`src/nca_pkg.sv`:
```
// Purpose: Shared constants and types for the nibble core execution group.
// Assumes: 10-bit program words, 4-bit data words, one instruction clock.
// Notes: Opcode values and masks are compared against the full program word.
package nca_pkg;

    // Word widths.
    localparam int unsigned WORD_W = 10;
    localparam int unsigned NIB_W = 4;
    localparam int unsigned PAGE_W = 6;
    localparam int unsigned DLOW_W = 3;
    localparam int unsigned ROM_AW = PAGE_W + DLOW_W + NIB_W;
    localparam int unsigned SP_W = 3;
    localparam int unsigned STACK_LEVELS = 8;

    // Fixed opcodes; OP_SKIP_EQ_IMM1 is the first word of a two-word compare.
    localparam logic [9:0] OP_ADD_MEM = 10'h00a;
    localparam logic [9:0] OP_ADD_MEM_C = 10'h00b;
    localparam logic [9:0] OP_CPL_ACC = 10'h01c;
    localparam logic [9:0] OP_ROR_ACC = 10'h01d;
    localparam logic [9:0] OP_SKIP_EQ_MEM = 10'h026;
    localparam logic [9:0] OP_SKIP_EQ_IMM1 = 10'h025;

    // Opcodes with an immediate field: code and the mask of fixed bits.
    localparam logic [9:0] OP_LOAD_IMM = 10'h070;
    localparam logic [9:0] MASK_NIB_IMM = 10'h3f0;
    localparam logic [9:0] OP_SET_BIT = 10'h05c;
    localparam logic [9:0] OP_CLR_BIT = 10'h04c;
    localparam logic [9:0] OP_TEST_BIT = 10'h020;
    localparam logic [9:0] MASK_BIT_IMM = 10'h3fc;
    localparam logic [9:0] OP_TABLE_REF = 10'h080;
    localparam logic [9:0] MASK_PAGE_IMM = 10'h3c0;

    // Field positions inside words.
    localparam int unsigned IMM_LSB = 0;
    localparam int unsigned BIT_SEL_LSB = 0;
    localparam int unsigned ROM_HI_LSB = 4;
    localparam int unsigned ROM_D_LSB = 8;

    // Reset values.
    localparam logic [3:0] ACC_RST = 4'h0;
    localparam logic [3:0] REG_B_RST = 4'h0;
    localparam logic [2:0] DLOW_RST = 3'h0;
    localparam logic CARRY_RST = 1'b0;
    localparam logic [2:0] SP_RST = 3'h0;

    // Cycle counts.
    localparam int unsigned TABLE_REF_CYCLES = 3;
    localparam int unsigned CMP_IMM_CYCLES = 2;

    typedef enum logic [3:0] {
        NCA_OP_NONE = 4'h0,
        NCA_OP_LOAD_IMM = 4'h1,
        NCA_OP_ADD_MEM = 4'h2,
        NCA_OP_ADD_MEM_C = 4'h3,
        NCA_OP_CPL = 4'h4,
        NCA_OP_ROR = 4'h5,
        NCA_OP_SET_BIT = 4'h6,
        NCA_OP_CLR_BIT = 4'h7,
        NCA_OP_TEST_BIT = 4'h8,
        NCA_OP_CMP_MEM = 4'h9,
        NCA_OP_CMP_IMM = 4'ha
    } nca_alu_op_t;

    typedef enum logic [3:0] {
        NCA_ST_EXEC = 4'b0001,
        NCA_ST_TAB_READ = 4'b0010,
        NCA_ST_TAB_LOAD = 4'b0100,
        NCA_ST_CMP_IMM = 4'b1000
    } nca_state_t;

endpackage

```
`src/nca_exec.sv`:
```
// Purpose: Executes the load, table, add, rotate, bit and compare instructions.
// Assumes: Fetch offers one word a cycle with instr_valid, and holds while hold_fetch_q.
// Notes: Memory nibble is read combinationally from the core; writes are registered.
//
// Functional notes
// (RULE1) Immediate load writes operand into accumulator.
// (RULE2) Consecutive immediate loads: only the first executes.
// (RULE3) Table address: page, low pointer bits, accumulator.
// (RULE4) Table word bits 7-4 to B, 3-0 to accumulator.
// (RULE5) Extension flag set: bits 9-8 to pointer low.
// (RULE6) Table reference uses one stack level; software keeps one.
// (RULE7) Plain add: memory plus accumulator, carry untouched.
// (RULE8) Add with carry updates accumulator and carry.
// (RULE9) Bit set forces selected memory bit to one.
// (RULE10) Bit clear forces selected memory bit to zero.
// (RULE11) Bit test skips when selected bit is zero.
// (RULE12) Compare skips on equality; immediate form takes two words.
// (RULE13) Complement inverts the accumulator.
// (RULE14) Rotate right through carry.
// (RULE15) Skip request passes over next instruction.
// (RULE16) Other instructions: one word, one cycle.
// (RULE17) Table reference pushes and restores the program counter.
`timescale 1ns/1ps
module nca_exec (
    // Clock and reset.
    input wire logic clk,
    input wire logic arst_n,
    // Instruction stream.
    input wire logic instr_valid,
    input wire logic [9:0] instr_word,
    output logic hold_fetch_q,
    // Mode input.
    input wire logic table_pointer_extension_flag,
    // Program memory table read.
    output logic rom_rd_q,
    output logic [12:0] rom_addr_q,
    input wire logic [9:0] rom_data,
    // Data memory at the current data pointer.
    input wire logic [3:0] mem_nibble,
    output logic mem_we_q,
    output logic [3:0] mem_wdata_q,
    // Return stack control.
    output logic stack_push_q,
    output logic stack_pop_q,
    output logic [2:0] stack_pointer_q,
    output logic stack_overflow_q,
    // Architectural registers.
    output logic [3:0] acc_q,
    output logic carry_flag_q,
    output logic [3:0] reg_b_q,
    output logic [2:0] data_pointer_low_bits_q,
    // Sequencing status.
    output logic skip_q
);

    nca_pkg::nca_state_t state_q;
    nca_pkg::nca_state_t state_d;
    logic la_run_q;
    logic la_run_d;
    logic cmp_discard_q;
    logic cmp_discard_d;
    logic skip_d;
    logic hold_fetch_d;
    logic rom_rd_d;
    logic [12:0] rom_addr_d;
    logic mem_we_d;
    logic [3:0] mem_wdata_d;
    logic stack_push_d;
    logic stack_pop_d;
    logic [2:0] stack_pointer_d;
    logic stack_overflow_d;
    logic [3:0] acc_d;
    logic carry_flag_d;
    logic [3:0] reg_b_d;
    logic [2:0] data_pointer_low_bits_d;

    nca_pkg::nca_alu_op_t alu_op;
    logic [3:0] alu_acc;
    logic alu_carry;
    logic [3:0] alu_mem;
    logic alu_mem_we;
    logic alu_skip;
    logic is_load_imm;
    logic is_table_ref;
    logic is_cmp_imm_first;
    logic skip_now;
    logic exec_word;
    logic exec_alu;
    logic table_start;
    logic table_load;

    // True when the fixed bits of a word match an opcode.
    function automatic logic op_match(input logic [9:0] word, input logic [9:0] code,
                                      input logic [9:0] mask);
        op_match = ((word & mask) == code);
    endfunction

    // Maps a single-word instruction to its data path operation.
    function automatic nca_pkg::nca_alu_op_t decode_op(input logic [9:0] word);
        if (op_match(word, nca_pkg::OP_LOAD_IMM, nca_pkg::MASK_NIB_IMM)) begin
            decode_op = nca_pkg::NCA_OP_LOAD_IMM;
        end else if (word == nca_pkg::OP_ADD_MEM) begin
            decode_op = nca_pkg::NCA_OP_ADD_MEM;
        end else if (word == nca_pkg::OP_ADD_MEM_C) begin
            decode_op = nca_pkg::NCA_OP_ADD_MEM_C;
        end else if (word == nca_pkg::OP_CPL_ACC) begin
            decode_op = nca_pkg::NCA_OP_CPL;
        end else if (word == nca_pkg::OP_ROR_ACC) begin
            decode_op = nca_pkg::NCA_OP_ROR;
        end else if (op_match(word, nca_pkg::OP_SET_BIT, nca_pkg::MASK_BIT_IMM)) begin
            decode_op = nca_pkg::NCA_OP_SET_BIT;
        end else if (op_match(word, nca_pkg::OP_CLR_BIT, nca_pkg::MASK_BIT_IMM)) begin
            decode_op = nca_pkg::NCA_OP_CLR_BIT;
        end else if (op_match(word, nca_pkg::OP_TEST_BIT, nca_pkg::MASK_BIT_IMM)) begin
            decode_op = nca_pkg::NCA_OP_TEST_BIT;
        end else if (word == nca_pkg::OP_SKIP_EQ_MEM) begin
            decode_op = nca_pkg::NCA_OP_CMP_MEM;
        end else begin
            decode_op = nca_pkg::NCA_OP_NONE;
        end
    endfunction

    always_comb begin
        is_load_imm = op_match(instr_word, nca_pkg::OP_LOAD_IMM, nca_pkg::MASK_NIB_IMM);
        is_table_ref = op_match(instr_word, nca_pkg::OP_TABLE_REF, nca_pkg::MASK_PAGE_IMM);
        is_cmp_imm_first = (instr_word == nca_pkg::OP_SKIP_EQ_IMM1);
        // A pending skip or a repeated immediate load passes the word over.
        skip_now = skip_q | (is_load_imm & la_run_q); // RULE2 RULE15
        // A word executes only when taken in the execute state and not passed over.
        exec_word = (state_q == nca_pkg::NCA_ST_EXEC) && instr_valid && !skip_now;
        exec_alu = exec_word && !is_table_ref && !is_cmp_imm_first;
        table_start = exec_word && is_table_ref; // RULE6
        table_load = (state_q == nca_pkg::NCA_ST_TAB_LOAD);
        if (state_q == nca_pkg::NCA_ST_CMP_IMM) begin
            alu_op = nca_pkg::NCA_OP_CMP_IMM;
        end else if (state_q == nca_pkg::NCA_ST_EXEC && instr_valid && !skip_now) begin
            alu_op = decode_op(instr_word); // RULE16
        end else begin
            alu_op = nca_pkg::NCA_OP_NONE;
        end
    end

    nca_alu u_alu (
        .op(alu_op),
        .imm(instr_word[nca_pkg::IMM_LSB +: 4]),
        .bit_sel(instr_word[nca_pkg::BIT_SEL_LSB +: 2]),
        .acc(acc_q),
        .carry(carry_flag_q),
        .mem(mem_nibble),
        .acc_o(alu_acc),
        .carry_o(alu_carry),
        .mem_o(alu_mem),
        .mem_we_o(alu_mem_we),
        .skip_o(alu_skip)
    );

    // Sequencing: state, immediate-load run, compare discard, skip and fetch hold.
    always_comb begin
        state_d = state_q;
        la_run_d = la_run_q;
        cmp_discard_d = cmp_discard_q;
        skip_d = skip_q;
        unique case (state_q)
            nca_pkg::NCA_ST_EXEC: begin
                if (instr_valid) begin
                    la_run_d = is_load_imm; // RULE2
                    skip_d = 1'b0; // RULE15
                    if (is_cmp_imm_first) begin
                        // A skipped two-word compare must also swallow its second word.
                        state_d = nca_pkg::NCA_ST_CMP_IMM; // RULE12
                        cmp_discard_d = skip_now;
                    end else if (table_start) begin
                        state_d = nca_pkg::NCA_ST_TAB_READ;
                    end else if (!skip_now) begin
                        skip_d = alu_skip; // RULE11 RULE12
                    end
                end
            end
            nca_pkg::NCA_ST_TAB_READ: begin
                state_d = nca_pkg::NCA_ST_TAB_LOAD;
            end
            nca_pkg::NCA_ST_TAB_LOAD: begin
                state_d = nca_pkg::NCA_ST_EXEC;
            end
            nca_pkg::NCA_ST_CMP_IMM: begin
                if (instr_valid) begin
                    la_run_d = 1'b0;
                    skip_d = alu_skip & ~cmp_discard_q; // RULE12
                    cmp_discard_d = 1'b0;
                    state_d = nca_pkg::NCA_ST_EXEC;
                end
            end
            default: begin
                state_d = nca_pkg::NCA_ST_EXEC;
            end
        endcase
        // Fetch waits through both table cycles so the pushed return point stays put.
        hold_fetch_d = (state_d == nca_pkg::NCA_ST_TAB_READ) ||
                       (state_d == nca_pkg::NCA_ST_TAB_LOAD);
    end

    always_ff @(posedge clk or negedge arst_n) begin
        if (!arst_n) begin
            state_q <= nca_pkg::NCA_ST_EXEC;
            la_run_q <= 1'b0;
            cmp_discard_q <= 1'b0;
            skip_q <= 1'b0;
            hold_fetch_q <= 1'b0;
        end else begin
            state_q <= state_d;
            la_run_q <= la_run_d;
            cmp_discard_q <= cmp_discard_d;
            skip_q <= skip_d;
            hold_fetch_q <= hold_fetch_d;
        end
    end

    // Table bus and return stack: one push on entry, one pop in the load cycle.
    always_comb begin
        rom_rd_d = 1'b0;
        rom_addr_d = rom_addr_q;
        stack_push_d = 1'b0;
        stack_pop_d = 1'b0;
        stack_pointer_d = stack_pointer_q;
        stack_overflow_d = stack_overflow_q;
        if (table_start) begin
            stack_push_d = 1'b1; // RULE6 RULE17
            stack_pointer_d = stack_pointer_q + 3'h1; // RULE6
            // Overflow is sticky so that a lost return point stays visible.
            if (stack_pointer_q == 3'(nca_pkg::STACK_LEVELS - 1)) begin
                stack_overflow_d = 1'b1;
            end
            rom_rd_d = 1'b1;
            rom_addr_d = {instr_word[nca_pkg::PAGE_W-1:0],
                          data_pointer_low_bits_q, acc_q}; // RULE3
        end else if (table_load) begin
            // The pop hands the return point pushed on entry back to the core.
            stack_pop_d = 1'b1; // RULE17
            stack_pointer_d = stack_pointer_q - 3'h1; // RULE6
        end
    end

    always_ff @(posedge clk or negedge arst_n) begin
        if (!arst_n) begin
            rom_rd_q <= 1'b0;
            rom_addr_q <= 13'h0;
            stack_push_q <= 1'b0;
            stack_pop_q <= 1'b0;
            stack_pointer_q <= nca_pkg::SP_RST;
            stack_overflow_q <= 1'b0;
        end else begin
            rom_rd_q <= rom_rd_d;
            rom_addr_q <= rom_addr_d;
            stack_push_q <= stack_push_d;
            stack_pop_q <= stack_pop_d;
            stack_pointer_q <= stack_pointer_d;
            stack_overflow_q <= stack_overflow_d;
        end
    end

    // Architectural registers and the data memory write port.
    always_comb begin
        mem_we_d = 1'b0;
        mem_wdata_d = mem_wdata_q;
        acc_d = acc_q;
        carry_flag_d = carry_flag_q;
        reg_b_d = reg_b_q;
        data_pointer_low_bits_d = data_pointer_low_bits_q;
        if (exec_alu) begin
            acc_d = alu_acc;
            carry_flag_d = alu_carry;
            // The write is registered: a read in the very next cycle sees the old nibble.
            mem_we_d = alu_mem_we;
            mem_wdata_d = alu_mem;
        end else if (table_load) begin
            reg_b_d = rom_data[nca_pkg::ROM_HI_LSB +: 4]; // RULE4
            acc_d = rom_data[3:0]; // RULE4
            if (table_pointer_extension_flag) begin
                data_pointer_low_bits_d = {1'b0, rom_data[nca_pkg::ROM_D_LSB +: 2]}; // RULE5
            end
        end
    end

    always_ff @(posedge clk or negedge arst_n) begin
        if (!arst_n) begin
            mem_we_q <= 1'b0;
            mem_wdata_q <= 4'h0;
            acc_q <= nca_pkg::ACC_RST;
            carry_flag_q <= nca_pkg::CARRY_RST;
            reg_b_q <= nca_pkg::REG_B_RST;
            data_pointer_low_bits_q <= nca_pkg::DLOW_RST;
        end else begin
            mem_we_q <= mem_we_d;
            mem_wdata_q <= mem_wdata_d;
            acc_q <= acc_d;
            carry_flag_q <= carry_flag_d;
            reg_b_q <= reg_b_d;
            data_pointer_low_bits_q <= data_pointer_low_bits_d;
        end
    end

endmodule

```
`src/nca_alu.sv`:
```
// Purpose: Combinational data path for the accumulator, carry and memory nibble.
// Assumes: Operands are stable for the whole cycle in which op is presented.
// Notes: Has no state; the sequencer registers every result.
`timescale 1ns/1ps
module nca_alu (
    // Operation.
    input wire nca_pkg::nca_alu_op_t op,
    input wire logic [3:0] imm,
    input wire logic [1:0] bit_sel,
    // Operands.
    input wire logic [3:0] acc,
    input wire logic carry,
    input wire logic [3:0] mem,
    // Results.
    output logic [3:0] acc_o,
    output logic carry_o,
    output logic [3:0] mem_o,
    output logic mem_we_o,
    output logic skip_o
);

    logic [4:0] sum;
    logic [3:0] bit_mask;

    always_comb begin
        sum = 5'h0;
        bit_mask = 4'h1 << bit_sel;
        acc_o = acc;
        carry_o = carry;
        mem_o = mem;
        mem_we_o = 1'b0;
        skip_o = 1'b0;
        unique case (op)
            nca_pkg::NCA_OP_NONE: begin
            end
            nca_pkg::NCA_OP_LOAD_IMM: begin
                acc_o = imm; // RULE1
            end
            nca_pkg::NCA_OP_ADD_MEM: begin
                sum = {1'b0, acc} + {1'b0, mem};
                acc_o = sum[3:0]; // RULE7
            end
            nca_pkg::NCA_OP_ADD_MEM_C: begin
                sum = {1'b0, acc} + {1'b0, mem} + {4'h0, carry};
                acc_o = sum[3:0]; // RULE8
                carry_o = sum[4]; // RULE8
            end
            nca_pkg::NCA_OP_CPL: begin
                acc_o = ~acc; // RULE13
            end
            nca_pkg::NCA_OP_ROR: begin
                acc_o = {carry, acc[3:1]}; // RULE14
                carry_o = acc[0]; // RULE14
            end
            nca_pkg::NCA_OP_SET_BIT: begin
                mem_o = mem | bit_mask; // RULE9
                mem_we_o = 1'b1;
            end
            nca_pkg::NCA_OP_CLR_BIT: begin
                mem_o = mem & ~bit_mask; // RULE10
                mem_we_o = 1'b1;
            end
            nca_pkg::NCA_OP_TEST_BIT: begin
                skip_o = ((mem & bit_mask) == 4'h0); // RULE11
            end
            nca_pkg::NCA_OP_CMP_MEM: begin
                skip_o = (acc == mem); // RULE12
            end
            nca_pkg::NCA_OP_CMP_IMM: begin
                skip_o = (acc == imm); // RULE12
            end
            default: begin
            end
        endcase
    end

endmodule

```
`config.mk`:
```
export PLATFORM = sky130hd
export DESIGN_NAME = nca_exec
export DESIGN_NICKNAME = d
export VERILOG_FILES = /design/src/nca_pkg.sv /design/src/nca_exec.sv /design/src/nca_alu.sv
export SDC_FILE = /design/constraint.sdc
export NUM_CORES = 1
export LEC_CHECK = 0
export BUFFER_PORTS_ARGS = -buffer_cell sky130_fd_sc_hd__buf_2
export CAP_MARGIN = 20
export CORE_UTILIZATION = 48
export CTS_CLUSTER_SIZE = 10
export DETAILED_ROUTE_END_ITERATION = 12
export GPL_TIMING_DRIVEN = 0
export PLACE_DENSITY_LB_ADDON = 0.1
export SETUP_SLACK_MARGIN = 0.02
export SYNTH_ARGS = -nofsm -noshare
export SYNTH_HDL_FRONTEND = slang
export SYNTH_SLANG_ARGS = --single-unit
```
`constraint.sdc`:
```
create_clock -name clk -period 3.25 [get_ports clk]
set_input_delay 0.4875 -clock clk [delete_from_list [all_inputs] [get_ports clk]]
set_output_delay 0.4875 -clock clk [all_outputs]
set_load 0.02 [all_outputs]
```
==> flow_summary_export.csv, run 1 <==
group,metric,value,unit
setup_path,critical_path.startpoint_type,"register",
yosys,synth-seq-cells,42,
clocking,clock-sinks,42,
drt,drc_errors,0,
drt,drt-vias-per-instance,5.560,
layout,syn_to_final_growth,19.43,%
yosys,yosysTopAreaCell,"dfrtp_1",
layout,drive_above_1_share,29.03,%
setup_path,worstPathCellList,"nor4b_2, nand4_2, nor3b_4, o211ai_2, a221o_1, a32o_1, mux2_2",
clocking,clk_pin_slew,90,ps
clocking,postCtsSetupRepairBufs,0,
drt,drt_iter0_drc,207,
clocking,cts_hold_buf,0,
drt,wirelength,6542,um
placed_design,gp_congestion,0.8434,
drt,routedWlPerCell,15.92,um
layout,final_cell_mix,"buf_2, nand2_1, dfrtp_1, nor2_1, mux2i_1",
setup_path,cp_slowest_cell,"dfstp_2",
pwr,leakage,1.583,nW
timing,fmax,359.6,MHz
setup_path,crit_required,3440,ps
die,dieArea,5731,sq um
clocking,cts_buffer_depth,2,
yosys,synth-main-ff-cell,"dfrtp_1",
die,start_util,50.41,%
timing,finalHoldViolCount,0,
setup_path,critPathKind,"reg -> reg",
yosys,syn_area,2608,sq um
yosys,synth.top_cells.by_area,"dfrtp_1, nand2_1, mux2i_1",
timing,finClkSkew,12.46,ps
setup_path,cp-end-kind,"register",
placed_design,hpwl,4794,um
placed_design,dp_cells,400,
yosys,yosysSeqAreaShare,40.36,%
clocking,cts_tree,"done",
grt,grt_overflow,0,
die,io_pins,67,
clocking,clk_latency,300,ps
layout,layout.cells.most_common,"buf_2",
grt,grt_antenna_before_repair,0,
clocking,cts_resized,0,
yosys,synth_edf_count,0,
timing,drv_slew,0,
outcome,status,"finished clean",
timing,fin_crit,2781,ps
die,coreArea,5172,sq um
layout,n_antenna_cell,0,
setup_path,critPathBufInv,0,
timing,tightest_slew,938.3,ps
timing,finalSetupViolations,0,
clocking,clock-root-buffer,"clkbuf_8",
drt,postRouteAntennaNets,0,
run,drv_cap,0,
pwr,power_density,601.3,nW/um^2
pwr,total_power,1.873,mW
die,rows,26,
layout,nets,376,
grt,grt_pass1_wl,10680,um
pwr,peakVddDrop,0.3361,mV
clocking,htree_levels,2,
clocking,numCtsBuffers,5,
setup_path,critical_path.top_delay_family,"simple AND/OR/NAND/NOR gates",
worst_hold_path,hold_path.class,"in -> async",
yosys,synth_top_area_share,39.35,%
timing,rsz0062_at_grt,"no",
setup_path,cp_slowest_stage_delay,570,ps
die,chipHeight,75.71,um
placed_design,port-buffer-count,60,
setup_path,crit_fanout,10,
drt,vias,2285,
setup_path,crit_arrival,2970,ps
drt,drtPass1Iterations,4,
layout,post_layout_nonfiller_instances,411,
yosys,ys_types,64,
yosys,ys_warn_count,0,
yosys,syn_area_per_cell,9.693,sq um
grt,grt_max_degree,43,
yosys,synthCells,269,
grt,grt_pass1_vias,2116,
yosys,postSynth.asyncResetShare,100.0,%
die,die_w,75.71,um
grt,grtUsageTotal,25.44,%
timing,period_share,85.57,%
timing,relSlewSlack,37.45,%
==> power by group <==
group	total, mW	internal (mW)	switching, mW
clock	0.368	0.176	0.192
sequential	0.752	0.643	0.109
combinational	0.753	0.294	0.459
==> worst register-to-register path, cell delays in order, from the launching register on <==
cell	delay (ps)
dfstp_2	570
nor4b_2	330
nand4_2	290
nor3b_4	520
o211ai_2	180
a221o_1	280
a32o_1	240
mux2_2	260
==> stage by stage <==
step	TNS, ps	cell area (sq um)	util (%)	hold slack (ps)	setup WS, ps
2_1_floorplan	0	2611	-	191.9	539.9
5_1_grt	0	3114	60.21	402.8	299.5
6_report	0	3114	60.21	307.7	469.1
3_5_place_dp	-2.294	2999	57.98	458.3	-2.294
4_1_cts	0	3094	59.82	342.4	136.3
3_3_place_gp	0	2999	57.98	446.5	88.69
==> area by class of cell <==
type,instances,area (sq um)
plain buffers,15,81.33
clock buffers,7,86.33
clock inverters,1,8.758
fillers,462,2058
inverters,8,30.03
multi-input cells,205,1448
flip-flops and latches,42,1052
well taps,70,87.58
repair buffers,63,320.3
==> cell usage after synthesis, types with 2 or more instances <==
cell type  number
buf_2           2
inv_1           6
nand2_1        46
nor2_1         16
or4b_1          2
a22oi_1         2
o211ai_1        3
a21o_1          4
nand2b_1        4
mux2_2          7
a31oi_1         3
nand4_1         3
o21ai_1         4
xnor2_1         6
and3_1          3
fa_1            2
ha_1            6
nor3_1          3
a21oi_1        10
a32o_1          4
nor2b_1         3
buf_4           4
o21ai_0        11
a221o_1         3
inv_2           2
nand3_1         5
nor4b_1         5
xor2_1          4
nor4_1          2
mux2i_1        13
dfrtp_1        41
clkbuf_1        8
==> path summary, 6_finish.rpt <==
path | startpoint | end | slack [ps] | cells after the start
max | state_q[0] | acc_q[1] | 470 | 7
min | arst_n | state_q[2] | 310 | 1
max reg2reg | state_q[0] | acc_q[1] | 470 | 7
min reg2reg | rom_addr_q[5] | rom_addr_q[5] | 470 | 2
max in group asynchronous | arst_n | rom_addr_q[7] | 2340 | 1
min in group clk | rom_data[7] | reg_b_q[3] | 410 | 2
==> state kept, by name (all words and copies together), names as in the netlist <==
signal,count
rom_addr_q,12
acc_q,4
mem_wdata_q,4
reg_b_q,4
state_q,4
stack_pointer_q,3
data_pointer_low_bits_q,2
carry_flag_q,1
cmp_discard_q,1
hold_fetch_q,1
la_run_q,1
mem_we_q,1
skip_q,1
stack_overflow_q,1
stack_pop_q,1
stack_push_q,1
==> metal layers <==
| metal | track usage [%] | vias to the layer above | part of all wire, % |
|---|---|---|---|
| li1 | - | 1112 | - |
| met3 | 5.688 | 6 | 6.2 |
| met4 | 7.819 | 0 | 0.96 |
| met5 | 0 | - | 0 |
| met2 | 40.18 | 81 | 47 |
| met1 | 35.08 | 1086 | 46 |
==> cell families (layout without fill, tap and decap cells) <==
group / count (synthesis) / in the layout / synth area share (%)
compound gates: 59 / 59 / 16.75
xor+xnor: 10 / 10 / 3.359
fa+ha+maj: 8 / 8 / 4.415
buf+inv: 23 / 94 / 4.271
flops: 42 / 42 / 40.36
mux: 22 / 22 / 9.309
other cells: 1 / 2 / 0.1438
simple gates: 104 / 104 / 21.40
Note: power is estimated with default switching activity, not from simulation.
==> inputs of run 2 (changes only) <==
- CORE_UTILIZATION: 48 -> 53
==> run 2 against run 1 <==
  * Cell count fell by 0.97%
  * Non-clock buffer count unchanged
  * Clock skew down 5.6 ps
  * Worst hold slack better by 7.6 ps
  * Sequential share of layout area up 0.14 points
==> flow_summary_export.csv, run 2 (same netlist as run 1, synthesis figures left out) <==
group,metric,value,unit
outcome,status,"finished clean",
drt,drt_iter0_drc,188,
timing,fmax,351.7,MHz
drt,routedWlPerCell,15.59,um
grt,grt_antenna_before_repair,0,
clocking,clock-sinks,42,
timing,period_share,87.48,%
setup_path,cp_slowest_cell,"dfstp_2",
setup_path,critical_path.top_delay_family,"simple AND/OR/NAND/NOR gates",
placed_design,gp_congestion,0.8760,
setup_path,r2r_start,"state_q[0]",
timing,fin_crit,2843,ps
clocking,cts_hold_buf,0,
setup_path,crit_required,3430,ps
layout,layout.cells.most_common,"buf_2",
clocking,cts_resized,0,
die,start_util,55.21,%
setup_path,crit_arrival,3020,ps
clocking,clock-root-buffer,"clkbuf_8",
layout,nets,376,
drt,drc_errors,0,
layout,drive_above_1_share,29.12,%
layout,largest_register_ffs,12,
setup_path,crit_start,"state_q[0]",
die,io_pins,67,
clocking,clk_pin_slew,80,ps
layout,syn_to_final_growth,18.95,%
setup_path,reg2regPathDepth,6,
setup_path,critical_path.startpoint_type,"register",
placed_design,placed_cell_area,2995,sq um
setup_path,rrSetupSlack,410,ps
timing,finClkSkew,6.837,ps
placed_design,port-buffer-count,60,
drt,drt-vias-per-instance,5.641,
run,drv_cap,0,
placed_design,hpwl,4665,um
setup_path,worstPathCellList,"or4b_4, a211oi_4, nand4b_1, clkbuf_1, fa_1, mux2_1",
die,chipHeight,72.14,um
grt,grt_max_degree,43,
die,rows,25,
setup_path,cp-end-kind,"register",
grt,grt_pass1_vias,2172,
setup_path,cp_slowest_stage_delay,570,ps
layout,final_cell_mix,"buf_2, nand2_1, dfrtp_1, nor2_1, mux2i_1",
clocking,htree_levels,2,
die,dieArea,5204,sq um
timing,finalHoldViolCount,0,
clocking,clk_latency,300,ps
timing,finalSetupViolations,0,
drt,drtPass1Iterations,4,
drt,postRouteAntennaNets,0,
die,die_w,72.14,um
layout,fin_area,3102,sq um
clocking,numCtsBuffers,5,
timing,fin_tns_setup,0,ps
layout,n_antenna_cell,0,
setup_path,critPathKind,"reg -> reg",
layout,post_layout_nonfiller_instances,407,
pwr,power_density,592.3,nW/um^2
pwr,leakage,1.570,nW
clocking,cts_buffer_depth,2,
drt,wirelength,6344,um
setup_path,critPathBufInv,1,
placed_design,dp_cells,397,
setup_path,critPathCapture,"stack_pointer_q[1]",
setup_path,reg2reg_to,"stack_pointer_q[1]",
grt,grtUsageTotal,26.08,%
timing,relSlewSlack,30.24,%
setup_path,path_depth,6,
die,coreArea,4723,sq um
timing,rsz0062_at_grt,"no",
layout,top_register,"rom_addr_q",
timing,tightest_slew,1032,ps
grt,grt_pass1_wl,10340,um
drt,vias,2296,
setup_path,crit_fanout,10,
pwr,peakVddDrop,0.3805,mV
clocking,cts_tree,"done",
timing,whs,315.3,ps
grt,grt_overflow,0,
worst_hold_path,hold_path.class,"in -> async",
timing,drv_slew,0,
run 2: changes by cell type in the layout (fill, tap and decap cells not counted):
cell,change
clkbuf_8,-1
buf_4,+1
inv_6,-1
clkinvlp_4,+2
clkbuf_1,-1
clkbuf_2,-1
run 2: final cells by class:
type | instances | area, sq um
clock buffers | 5 | 68.82
well taps | 67 | 83.83
flip-flops and latches | 42 | 1052
inverters | 8 | 30.03
plain buffers | 15 | 81.33
fillers | 413 | 1622
multi-input cells | 205 | 1448
clock inverters | 2 | 15.01
repair buffers | 63 | 322.8
run 2: routing by layer:
| metal | track usage, % | part of all wire, % | up-vias |
|---|---|---|---|
| met5 | 0 | 0 | - |
| met2 | 41.02 | 46 | 96 |
| li1 | - | - | 1110 |
| met4 | 8.715 | 1.6 | 0 |
| met3 | 5.556 | 7.1 | 10 |
| met1 | 36.03 | 46 | 1080 |
run 2: worst reg2reg max path, delay by kind of cell, from the launching register on:
kind,cells,cell delay (ps)
mux,1,290
compound gates,1,330
fa+ha+maj,1,490
simple gates,2,740
flops,1,570
buf+inv,1,300
run 2: how the worst min path moves through the flow:
stage                                start          endpoint  cells past startpoint
after detailed placement  stack_overflow_q  stack_overflow_q                      1
after floorplan                     arst_n          acc_q[0]                      0
final                               arst_n        state_q[3]                      1
after global placement    stack_overflow_q  stack_overflow_q                      1
after CTS                           arst_n          mem_we_q                      1
after global routing                arst_n        state_q[3]                      1
run 2: what timing repair did:
item,CTS,global route
buffers inserted,0,3
hold endpoints to repair,0,0
endpoints found under the setup margin,0,1
run 2: through the flow:
step           power [mW]  util [%]  worst slack [ps]
2_1_floorplan       1.256         -             539.9
3_3_place_gp        1.486     63.42             120.5
3_5_place_dp        1.508     63.42             117.0
4_1_cts             1.847     65.19             183.3
5_1_grt             1.950     65.67             282.8
6_report            1.837     65.67             406.8
run 2: where the power goes:
part | internal [mW] | switching [mW] | leakage, nW
Clock | 0.147 | 0.188 | 0.0362
Sequential | 0.643 | 0.116 | 0.557
Combinational | 0.295 | 0.448 | 0.977
==> inputs of run 3 (changes only) <==
- PLACE_DENSITY: default -> 0.79
- PLACE_DENSITY_LB_ADDON: 0.1 -> default
==> run 3 against run 2 <==
  * Power up 0.27%
  * Worst setup slack lost 65 ps
  * Sequential cell count is the same
  * Combinational power barely moved
==> flow_summary_export.csv, run 3 (same netlist as run 1, synthesis figures left out) <==
group,metric,value,unit
outcome,status,"finished clean",
worst_hold_path,hold_path.class,"in -> async",
layout,drive_above_1_share,29.12,%
drt,drt-vias-per-instance,5.717,
timing,fin_crit,2908,ps
pwr,total_power,1.842,mW
die,io_pins,67,
clocking,clk_pin_slew,90,ps
clocking,clock-root-buffer,"clkbuf_8",
run,drv_cap,0,
drt,postRouteAntennaNets,0,
layout,largest_register_ffs,12,
clocking,clk_latency,300,ps
die,chipHeight,72.14,um
die,rows,25,
timing,rsz0062_at_grt,"no",
clocking,clock-sinks,42,
setup_path,crit_arrival,3090,ps
grt,grt_antenna_before_repair,0,
drt,drt_iter0_drc,206,
drt,vias,2327,
drt,wirelength,6343,um
clocking,cts_hold_buf,0,
setup_path,cp-end-kind,"register",
grt,grt_pass1_vias,2262,
clocking,cts_resized,0,
placed_design,hpwl,4708,um
die,coreArea,4723,sq um
setup_path,crit_fanout,10,
timing,fmax,343.9,MHz
layout,syn_to_final_growth,18.91,%
pwr,power_density,594.1,nW/um^2
layout,nets,375,
clocking,htree_levels,2,
grt,grt_pass1_wl,10450,um
timing,finalSetupViolations,0,
grt,grt_overflow,0,
pwr,switching_share,40.98,%
die,die_w,72.14,um
pwr,seq_power_share,40.9,%
timing,period_share,89.48,%
layout,post_layout_nonfiller_instances,407,
pwr,leakage,1.574,nW
pwr,power_frac_clock,18.7,%
grt,grtUsageTotal,26.16,%
pwr,combPwrFrac,40.3,%
layout,layout.cells.most_common,"buf_2",
setup_path,critical_path.startpoint_type,"register",
timing,tightest_slew,1016,ps
grt,grt_max_degree,43,
drt,drc_errors,0,
placed_design,dp_cells,397,
setup_path,crit_required,3430,ps
layout,top_register,"rom_addr_q",
pwr,peakVddDrop,0.3446,mV
placed_design,gp_congestion,0.8995,
drt,routedWlPerCell,15.58,um
clocking,numCtsBuffers,5,
pwr,p_sw,0.7549,mW
timing,drv_slew,0,
setup_path,cp_slowest_cell,"dfstp_2",
layout,num-fill-cells,414,
timing,finClkSkew,6.171,ps
drt,drtPass1Iterations,4,
setup_path,cp_slowest_stage_delay,570,ps
clocking,cts_buffer_depth,2,
die,dieArea,5204,sq um
timing,relSlewSlack,31.30,%
layout,n_antenna_cell,0,
placed_design,port-buffer-count,60,
setup_path,worstPathCellList,"or4b_4, a211oi_4, nand4b_1, clkbuf_1, fa_1, mux2_1",
setup_path,critPathKind,"reg -> reg",
layout,final_cell_mix,"buf_2, nand2_1, dfrtp_1, nor2_1, mux2i_1",
die,start_util,55.21,%
clocking,cts_tree,"done",
timing,fin_tns_setup,0,ps
timing,finalHoldViolCount,0,
pwr,internal_power,1.087,mW
run 3: power by group through the flow:
stage,sequential [mW],combinational (mW),clock [mW]
2_1_floorplan,0.885,0.370,0
6_report,0.754,0.743,0.345
3_3_place_gp,0.759,0.721,0
4_1_cts,0.753,0.746,0.351
3_5_place_dp,0.763,0.742,0
5_1_grt,0.770,0.825,0.374
run 3: final cells by class:
type,instances,area [sq um],area share [%]
buffer,15,81.33,2.623
clock buffer,5,68.82,2.220
clock inverter,3,21.27,0.6860
inverter,8,30.03,0.9685
multi-input combinational,205,1448,46.69
sequential,42,1052,33.94
tap,67,83.83,2.704
timing repair buffer,62,315.3,10.17
run 3: worst paths after layout:
check	endpoint	startpoint	slack [ps]	depth (start not counted)
setup / recovery	stack_pointer_q[1]	state_q[0]	340	6
hold / removal	mem_wdata_q[0]	arst_n	320	1
setup reg to reg	stack_pointer_q[1]	state_q[0]	340	6
hold reg to reg	rom_addr_q[5]	rom_addr_q[5]	480	2
max in group asynchronous	carry_flag_q	arst_n	2330	1
min in group clk	data_pointer_low_bits_q[1]	rom_data[9]	420	2
run 3: repair_timing:
action | 4_1_cts | 5_1_grt
endpoints found under the hold margin | 0 | 0
buffers inserted | 0 | 2
setup endpoints to repair | 0 | 2
run 3: per-layer routing:
| metal | global-route usage [%] | vias to the layer above | share of wire (%) |
|---|---|---|---|
| li1 | - | 1104 | - |
| met1 | 36.36 | 1110 | 44 |
| met2 | 40.50 | 99 | 47 |
| met3 | 5.556 | 14 | 7.1 |
| met4 | 9.804 | 0 | 1.7 |
| met5 | 0 | - | 0 |
run 3: critical path, delay by kind of cell, from the launching register on:
kind | cells | cell delay, ps
compound gates | 1 | 320
simple gates | 2 | 790
mux | 1 | 290
buf+inv | 1 | 320
fa+ha+maj | 1 | 490
flops | 1 | 570
run 3: through the flow:
stage                     area (sq um)  util, %  setup slack [ps]  hold slack [ps]
after floorplan                   2611        -             539.9            191.9
after CTS                         3085    65.32             133.1            358.0
final                             3100    65.64             341.8            323.4
after global routing              3100    65.64             230.6            411.7
after detailed placement          2995    63.42             92.85            456.4
after global placement            2995    63.42             143.7            445.4
